File: config.mk
export PLATFORM = sky130hd
export DESIGN_NAME = sae_sfr_ext
export DESIGN_NICKNAME = d
export VERILOG_FILES = /design/src/include/sae_pkg.sv /design/src/rtl/sae_sfr_ext.sv /design/src/rtl/sae_page_reg.sv
export SDC_FILE = /design/constraint.sdc
export NUM_CORES = 1
export LEC_CHECK = 0
export BUFFER_PORTS_ARGS = -buffer_cell sky130_fd_sc_hd__buf_2
export CAP_MARGIN = 40
export CORE_MARGIN = 10
export CORE_UTILIZATION = 35
export CTS_BUF_LIST = sky130_fd_sc_hd__clkbuf_8
export DETAILED_ROUTE_END_ITERATION = 8
export SYNTH_ARGS = -nofsm -noshare
export SYNTH_HDL_FRONTEND = slang
export SYNTH_SLANG_ARGS = --single-unit
File: constraint.sdc
create_clock -name clk_i -period 6.1 [get_ports clk_i]
set_input_delay 1.22 -clock clk_i [delete_from_list [all_inputs] [get_ports clk_i]]
set_output_delay 1.22 -clock clk_i [all_outputs]
set_load 0.05 [all_outputs]
File: src/include/sae_pkg.sv
// constants and types shared by the special-function-register address extension block
package sae_pkg;

  typedef logic [7:0] sae_byte_t;
  typedef logic [2:0] sae_page_t;
  typedef logic [1:0] sae_slot_t;
  typedef logic [1:0] sae_op_t;

  // direct addressing window of the register space
  localparam sae_byte_t SAE_SFR_BASE      = 8'h80;
  localparam sae_byte_t SAE_SFR_TOP       = 8'hFF;

  // register offsets
  localparam sae_byte_t SAE_SYSCTL_ADDR   = 8'h8F;
  localparam sae_byte_t SAE_TU_PAGE_ADDR  = 8'hC7;

  // capture/compare timer unit register block (paged, standard portion only)
  localparam sae_byte_t SAE_TU_FIRST_ADDR = 8'hC0;
  localparam sae_byte_t SAE_TU_LAST_ADDR  = 8'hC6;

  // system_control_zero fields
  localparam int        SAE_MAP_SEL_POS   = 0;
  localparam sae_byte_t SAE_SYSCTL_RESET  = 8'h00;

  // timer_unit_page_select fields
  localparam int        SAE_OP_MSB        = 7;
  localparam int        SAE_OP_LSB        = 6;
  localparam int        SAE_SLOT_MSB      = 5;
  localparam int        SAE_SLOT_LSB      = 4;
  localparam int        SAE_PAGE_MSB      = 2;
  localparam int        SAE_PAGE_LSB      = 0;
  localparam sae_byte_t SAE_TU_PAGE_RESET = 8'h00;
  localparam sae_page_t SAE_PAGE_RESET    = 3'h0;
  localparam int        SAE_NUM_SLOTS     = 4;

  // page operation codes
  localparam sae_op_t   SAE_OP_SAVE       = 2'h2;
  localparam sae_op_t   SAE_OP_RESTORE    = 2'h3;

endpackage

File: src/rtl/sae_sfr_ext.sv
// special-function-register address extension: map select, paging and access steering
// Summary of operation
// - only direct addresses 80h..FFh reach registers; lower addresses are ignored here
// - standard and mapped portions share 80h..FFh, with 8Fh common to both, giving 255 register locations
// - map-select bit of system_control_zero at 8Fh picks the portion, set means mapped
// - map-select bit holds until software writes it; software sets it before accesses
// - after the page field is rewritten, accesses at paged addresses go to that page
// - the page register keeps four save slots numbered 0 to 3
// - a save write stores the old page in the chosen slot, then loads the new page
// - timer unit page register at C7h standard, reset 00h, op/slot write-only, page readable
// - timer unit registers decode only while the map-select bit is clear
`timescale 1ns/1ps
module sae_sfr_ext
  import sae_pkg::*;
(
  input  wire logic               clk_i,
  input  wire logic               rst_b_i,
  input  wire sae_pkg::sae_byte_t sfr_addr_i,
  input  wire logic               sfr_wr_i,
  input  wire logic               sfr_rd_i,
  input  wire sae_pkg::sae_byte_t sfr_wdata_i,
  output sae_pkg::sae_byte_t      sfr_rdata_o,
  output logic                    sfr_rvalid_o,
  input  wire sae_pkg::sae_byte_t std_rdata_i,
  input  wire sae_pkg::sae_byte_t map_rdata_i,
  input  wire sae_pkg::sae_byte_t tu_rdata_i,
  output logic                    std_wr_o,
  output logic                    std_rd_o,
  output logic                    map_wr_o,
  output logic                    map_rd_o,
  output logic                    tu_wr_o,
  output logic                    tu_rd_o,
  output sae_pkg::sae_page_t      tu_page_o,
  output logic                    map_select_bit_o,
  output sae_pkg::sae_byte_t      sysctl_o
);
  import sae_pkg::*;

  // true for any address in the direct register window
  function automatic logic in_sfr_space(input sae_byte_t a);
    return (a >= SAE_SFR_BASE) && (a <= SAE_SFR_TOP);
  endfunction

  // true for the paged register block of the timer unit
  function automatic logic in_tu_block(input sae_byte_t a);
    return (a >= SAE_TU_FIRST_ADDR) && (a <= SAE_TU_LAST_ADDR);
  endfunction

  sae_byte_t sysctl_q;
  sae_byte_t rdata_q;
  logic      rvalid_q;
  logic      map_sel;
  logic      hit_sfr;
  logic      hit_sysctl;
  logic      hit_tu_page;
  logic      hit_tu;
  logic      hit_std_other;
  logic      hit_map_other;
  logic      tu_page_wr;
  sae_byte_t tu_page_rdata;
  sae_byte_t rdata_d;

  assign map_sel = sysctl_q[SAE_MAP_SEL_POS];

  // address decode
  assign hit_sfr     = in_sfr_space(sfr_addr_i);
  // the control register stays reachable in both portions so software can always leave a portion
  assign hit_sysctl  = hit_sfr && (sfr_addr_i == SAE_SYSCTL_ADDR);
  assign hit_tu_page = hit_sfr && !map_sel && (sfr_addr_i == SAE_TU_PAGE_ADDR);
  assign hit_tu      = hit_sfr && !map_sel && in_tu_block(sfr_addr_i);
  assign hit_std_other = hit_sfr && !map_sel && !hit_sysctl && !hit_tu_page && !hit_tu;
  assign hit_map_other = hit_sfr && map_sel && !hit_sysctl;

  // strobes towards the peripherals; combinational so a peripheral sees the access in its own cycle
  assign std_wr_o = sfr_wr_i && hit_std_other;
  assign std_rd_o = sfr_rd_i && hit_std_other;
  assign map_wr_o = sfr_wr_i && hit_map_other;
  assign map_rd_o = sfr_rd_i && hit_map_other;
  assign tu_wr_o  = sfr_wr_i && hit_tu;
  assign tu_rd_o  = sfr_rd_i && hit_tu;

  assign tu_page_wr = sfr_wr_i && hit_tu_page;

  // the map-select bit is changed only by a software write or by reset
  always_ff @(posedge clk_i)
  begin
    if (!rst_b_i)
    begin
      sysctl_q <= SAE_SYSCTL_RESET;
    end
    else if (sfr_wr_i && hit_sysctl)
    begin
      sysctl_q <= sfr_wdata_i;
    end
  end

  sae_page_reg u_tu_page (
    .clk_i   (clk_i),
    .rst_b_i (rst_b_i),
    .wr_i    (tu_page_wr),
    .wdata_i (sfr_wdata_i),
    .page_o  (tu_page_o),
    .rdata_o (tu_page_rdata)
  );

  // read source selection; addresses below the window answer zero
  always_comb
  begin
    rdata_d = 8'h00;
    if (hit_sysctl)
    begin
      rdata_d = sysctl_q;
    end
    else if (hit_tu_page)
    begin
      rdata_d = tu_page_rdata;
    end
    else if (hit_tu)
    begin
      rdata_d = tu_rdata_i;
    end
    else if (hit_std_other)
    begin
      rdata_d = std_rdata_i;
    end
    else if (hit_map_other)
    begin
      rdata_d = map_rdata_i;
    end
  end

  // read data is registered: one cycle of latency in exchange for a clean output
  always_ff @(posedge clk_i)
  begin
    if (!rst_b_i)
    begin
      rdata_q <= 8'h00;
    end
    else if (sfr_rd_i)
    begin
      rdata_q <= rdata_d;
    end
  end

  always_ff @(posedge clk_i)
  begin
    if (!rst_b_i)
    begin
      rvalid_q <= 1'b0;
    end
    else
    begin
      rvalid_q <= sfr_rd_i;
    end
  end

  assign sfr_rdata_o      = rdata_q;
  assign sfr_rvalid_o     = rvalid_q;
  assign map_select_bit_o = map_sel;
  assign sysctl_o         = sysctl_q;

endmodule // sae_sfr_ext

File: src/rtl/sae_page_reg.sv
// page register with four save slots for one paged peripheral unit
`timescale 1ns/1ps
module sae_page_reg
  import sae_pkg::*;
(
  input  wire logic               clk_i,
  input  wire logic               rst_b_i,
  input  wire logic               wr_i,
  input  wire sae_pkg::sae_byte_t wdata_i,
  output sae_pkg::sae_page_t      page_o,
  output sae_pkg::sae_byte_t      rdata_o
);
  import sae_pkg::*;

  sae_page_t page_q;
  sae_page_t slot_q [SAE_NUM_SLOTS];
  sae_op_t   op;
  sae_slot_t slot_nr;
  sae_page_t new_page;

  assign op       = wdata_i[SAE_OP_MSB:SAE_OP_LSB];
  assign slot_nr  = wdata_i[SAE_SLOT_MSB:SAE_SLOT_LSB];
  assign new_page = wdata_i[SAE_PAGE_MSB:SAE_PAGE_LSB];

  always_ff @(posedge clk_i)
  begin
    if (!rst_b_i)
    begin
      page_q <= SAE_PAGE_RESET;
    end
    else if (wr_i)
    begin
      if (op == SAE_OP_RESTORE)
      begin
        page_q <= slot_q[slot_nr];
      end
      else
      begin
        page_q <= new_page;
      end
    end
  end

  // the save slot takes the page value from before this write, so save and load happen in one access
  for (genvar s = 0; s < SAE_NUM_SLOTS; s++)
  begin : g_slot
    always_ff @(posedge clk_i)
    begin
      if (!rst_b_i)
      begin
        slot_q[s] <= SAE_PAGE_RESET;
      end
      else if (wr_i && op == SAE_OP_SAVE && slot_nr == sae_slot_t'(s))
      begin
        slot_q[s] <= page_q;
      end
    end
  end

  assign page_o = page_q;

  // operation and slot fields are write-only and read as zero
  always_comb
  begin
    rdata_o                            = SAE_TU_PAGE_RESET;
    rdata_o[SAE_PAGE_MSB:SAE_PAGE_LSB] = page_q;
  end

endmodule // sae_page_reg

# Word level (Yosys, flattened, before mapping)

Memory sizes are Yosys's and may differ from the RTL's.
Index checks and enable logic that the tools add are counted.

Memories kept: 1
Register bits after elaboration: 20
Logic and storage cells: 72
Bits in writable memories: 12

Multiplexer cells: 23
Reductions and logical operators: 29
Order comparisons: 4
Equal/unequal tests: 7
Bitwise gates (word level): 4

Memories:

| memory           | words | bits a word | rd ports | clocked after Yosys merged registers in | write ports | RTL line           | source |
|---|---|---|---|---|---|---|---|
| u_tu_page.slot_q | 4     | 3           | 1        | 0                                       | 4           | sae_page_reg.sv:16 | `sae_page_t slot_q [SAE_NUM_SLOTS];` |

Operators by type and width:

| operator           | number |
|---|---|
| $mux 8             | 5 |
| $logic_and 1x1->1  | 24 |
| $eq 8x8->1 const B | 2 |
| $ge 8x8->1 const B | 2 |
| $le 8x8->1 const B | 2 |
| $mux 3             | 5 |
| $mux 1             | 13 |
| $eq 2x2->1 const B | 4 |
| $logic_not 1->1    | 4 |
| $or 1x1->1         | 4 |
| $eq 2x1->1 const B | 1 |
| $logic_not 2->1    | 1 |

# Logic depth before layout (Yosys ltp)

Word-level depth: 11
Mapped depth: 7
Gate-level depth less buffers: 5

# Hierarchy

From an unflattened synthesis, not the netlist that was laid out.

Cells, all modules: 218
Area total of the unflattened synthesis: 2080.7 um2

By module, submodules not included:

| module       | area each (um2) | cells each | instances |
|---|---|---|---|
| sae_sfr_ext  | 1272.5          | 148        | 1 |
| sae_page_reg | 808.3           | 70         | 1 |

# Worst setup path after synthesis

OpenSTA, ideal clock, no wires.

Path kind: input port to output port
Start: input port sfr_addr_i[3]
End: output port tu_wr_o
Data arrival time: 3358 ps
Slack: 1522 ps
Data required time: 4880 ps
Stages: 3
Path through: or4b_1 > buf_2 > nor4_1

Cells in the longest elaborated chain, start to end: 5
Elaborated cells between the ends (all ways): 9

RTL lines:

| item                                     | RTL line          | source |
|---|---|---|
| start: declaration                       | sae_sfr_ext.sv:18 | `input wire sae_pkg::sae_byte_t sfr_addr_i,` |
| $ge 8x8->1 or $le 8x8->1 (tied branches) | sae_sfr_ext.sv:41 | `return (a >= SAE_SFR_BASE) && (a <= SAE_SFR_TOP);` |
| $logic_and 1x1->1                        | sae_sfr_ext.sv:41 |  |
| $logic_and 1x1->1                        | sae_sfr_ext.sv:70 | `assign hit_tu = hit_sfr && !map_sel && in_tu_block(sfr_addr_i);` |
| $logic_and 1x1->1 (*)                    | sae_sfr_ext.sv:70 |  |
| $logic_and 1x1->1 (*)                    | sae_sfr_ext.sv:79 | `assign tu_wr_o = sfr_wr_i && hit_tu;` |
| end: declaration                         | sae_sfr_ext.sv:31 | `output logic tu_wr_o,` |

Mark *: on every way between the ends. The rest lies on a longest branch, timed or not.

# Final worst setup path

Start: input port sfr_addr_i[3]
End: output port tu_rd_o

Cells in the longest elaborated chain, start to end: 5
Elaborated cells between the ends (all ways): 9

RTL lines:

| item                                     | RTL line          | source |
|---|---|---|
| $ge 8x8->1 or $le 8x8->1 (tied branches) | sae_sfr_ext.sv:41 |  |
| $logic_and 1x1->1                        | sae_sfr_ext.sv:41 |  |
| $logic_and 1x1->1                        | sae_sfr_ext.sv:70 |  |
| $logic_and 1x1->1 (*)                    | sae_sfr_ext.sv:70 |  |
| $logic_and 1x1->1 (*)                    | sae_sfr_ext.sv:80 | `assign tu_rd_o = sfr_rd_i && hit_tu;` |
| end: declaration                         | sae_sfr_ext.sv:32 | `output logic tu_rd_o,` |

Marks and branches as above.

==> results.yml <==
run_status:
  status: "completed"
grt:
  groute.usage.overall: 0.127
  grt_max_degree: 25
  antenna_found_initial: 0
  grt_pass1_wl_um: 8560
  grt_pass1_vias: 1696
  grt.overflow.total: 0
power_and_ir_drop:
  design_power_total_mw: 0.471
  seqPwrFrac: 0.487
  p_sw_frac: 0.253
  switching_power_mw: 0.119
  power_frac_clock: 0.373
  power.density_mw_per_mm2: 215
  p_leak_nw: 0.989
  ir_drop_v: 0.000146
  combPwrFrac: 0.140
  p_int_mw: 0.352
flow_run:
  maxCapViolations: 0
setup_path:
  critical_path.startpoint_type: "primary input"
  crit_fanout: 12
  cp_slowest_stage_delay_ns: 0.70
  crit_chain: "buf_2 > or4b_1 > nor2_4 > and3_1 > buf_2"
  required_ns: 4.88
  crit_type: "primary input to primary output"
  cp_slowest_cell: "or4b_1"
  cpMostUsedCell: "buf_2"
  crit_family: "simple AND/OR/NAND/NOR gates"
  r2r_cells: 4
  cp.arrival_ns: 2.78
  cp-end-kind: "primary output"
  path_buf_inv: 2
  crit_cells: 5
logic_synthesis:
  synth_top_area_cell: "dfxtp_1"
  synthArstFlopShare: 0
  syn_inst: 183
  yosysSeqAreaShare: 0.440
  synth_top_area_share: 0.232
  synth_area_per_cell_um2: 9.44
  syn_area_mm2: 0.00173
  yosys_warnings: 0
  synth.area.top_cells: "dfxtp_1 23%, edfxtp_1 21%, mux2i_1 4.6%"
  synth-seq-cells: 32
  synth-main-ff-cell: "dfxtp_1"
  syn_nets: 227
  yosysUniqueCellTypes: 40
  synth_edf_count: 12
clock_tree:
  cts_setup_buffers: 0
  cts_buffer_depth: 2
  cts_root_buffer: "clkbuf_8"
  holdBufCountCts: 0
  htreeDepth: 2
  path_clk_slew_ns: 0.07
  numClockSinks: 32
  cts_buffers: 5
  cts_resized: 0
  cts_tree: "built"
  insertion_delay_ns: 0.28
floorplan:
  core_mm2: 0.00475
  dieWidth_um: 90.3
  num_rows: 25
  pin_count: 71
  fp.dieH_um: 90.3
  initial_utilization: 0.363
  die_area_mm2: 0.00815
sta:
  clock-skew-final_ns: 0.00535
  clock.fmax_ghz: 0.250
  slew_headroom: 0.629
  fin_tns_setup_ns: 0
  hold_viol: 0
  rsz0062_at_grt: "false"
  setup_viol: 0
  tightest_slew_ns: 0.555
  fin_crit_sh: 0.656
  slew_viol_final: 0
  fin_crit_ns: 4.00
route:
  drc_errors: 0
  num_vias: 1593
  wire_per_inst_um: 16.5
  antenna_left: 0
  via_per_inst: 5.09
  wirelength_um: 5160
  drt_first_iter_violations: 66
  first_pass_iters: 4
hold_path:
  hold_path_class: "register to register"
  whs_path_depth: 2
finish:
  diodes: 0
  drive_above_1_share: 0.370
  syn2layout_area_growth_pct: 27.2
  finish.instance_area_mm2: 0.00220
  nets: 289
  fin_cells: 313
  final_core_util: 0.462
  fill_cells: 516
place:
  gp_congestion: 0.838
  place_area_mm2: 0.00210
  place_hpwl_um: 4090
  io_buffers: 70
  dp_cells: 305
==> per-stage QoR <==
| stage | setup slack [ns] | hold WS [ns] |
|---|---|---|
| 2_1_floorplan | 1.52 | 0.711 |
| 4_1_cts | 2.09 | 0.468 |
| 5_1_grt | 2.00 | 0.514 |
| 3_5_place_dp | 2.10 | 0.451 |
| 6_report | 2.10 | 0.487 |
| 3_3_place_gp | 2.12 | 0.449 |
==> kinds of logic (layout without fill, tap and decap cells) <==
logic type	Yosys count	in the layout	synth area share
buffers and inverters	16	79	0.0398
DFF	32	32	0.440
and+or+nand+nor	85	85	0.286
muxes	12	12	0.0920
AOI/OAI and AO/OA	38	38	0.142
==> worst paths after layout <==
kind                                    start                                   end  slack, ns
hold / removal    sfr_rdata_o[2]$_SDFFE_PN0P_           sfr_rdata_o[2]$_SDFFE_PN0P_       0.49
setup reg to reg     sysctl_o[0]$_SDFFE_PN0P_  u_tu_page.slot_q[0][0]$_SDFFCE_PN0P_       3.85
setup / recovery                sfr_addr_i[3]                               tu_rd_o       2.10
hold reg to reg   sfr_rdata_o[2]$_SDFFE_PN0P_           sfr_rdata_o[2]$_SDFFE_PN0P_       0.49
==> synthesized netlist by cell type (2+ instances only) <==
cell,count
a21oi_1,3
a41oi_1,5
o21ai_0,14
nor2_1,9
nand2_2,3
clkbuf_1,11
nor2b_1,11
nand2_1,19
and3_1,9
a31oi_1,8
edfxtp_1,12
and2_1,5
nand2b_1,3
nor3_2,3
nand3_1,13
mux2i_1,8
mux4_2,3
dfxtp_1,20
buf_4,2
o211ai_1,2
==> flip-flops by register name (all words and copies together) (netlist names) <==
register and cells:
u_tu_page.slot_q 12, sfr_rdata_o 8, sysctl_o 8, u_tu_page.page_o 3, sfr_rvalid_o 1
==> routing by layer <==
layer,track usage,vias to the layer above,wire length (µm)
met3,0.0349,2,275
met5,0,-,0
met1,0.153,734,2370
li1,-,801,-
met2,0.213,56,2490
met4,0.0398,0,21
==> layout make-up <==
type	count	area, µm²	share of cell area
Timing Repair Buffer	70	350	0.159
Clock buffer	7	96.3	0.0438
Clock inverter	1	3.75	0.00171
Sequential cell	32	761	0.346
Multi-Input combinational cell	135	898	0.409
Inverter	1	3.75	0.00171
Tap cell	67	83.8	0.0382
==> worst register-to-register path: stages (launching register included) <==
cell and delay (ns):
dfxtp_1 0.42, nand2b_1 0.31, nor4_4 0.49, nand2_1 0.20, o31ai_1 0.48
==> power by group through the flow <==
stage	clock, mW	sequential [mW]	combinational (mW)
after floorplan	0	0.246	0.0286
final	0.176	0.230	0.0660
after CTS	0.182	0.230	0.0664
after detailed placement	0	0.235	0.0661
after global routing	0.191	0.230	0.0722
after global placement	0	0.234	0.0662
==> cell usage in the layout, fill, tap and decap left out, drive strengths merged <==
cell	instances
nor3	4
buf	70
a41oi	5
o211a	1
or4b	1
nand3b	1
o211ai	2
edfxtp	12
a221o	1
nand3	14
a21oi	3
nor2	10
nor2b	11
nand2	22
a22oi	1
mux2i	8
and3	10
clkbuf	7
o21ai	14
o221ai	1
mux4	3
inv	2
o21a	1
nor4b	1
and4	1
nand2b	3
o31ai	1
a31oi	8
dfxtp	20
and2	5
mux2	1
nor4	2
Power figures use the tool's default switching activity.
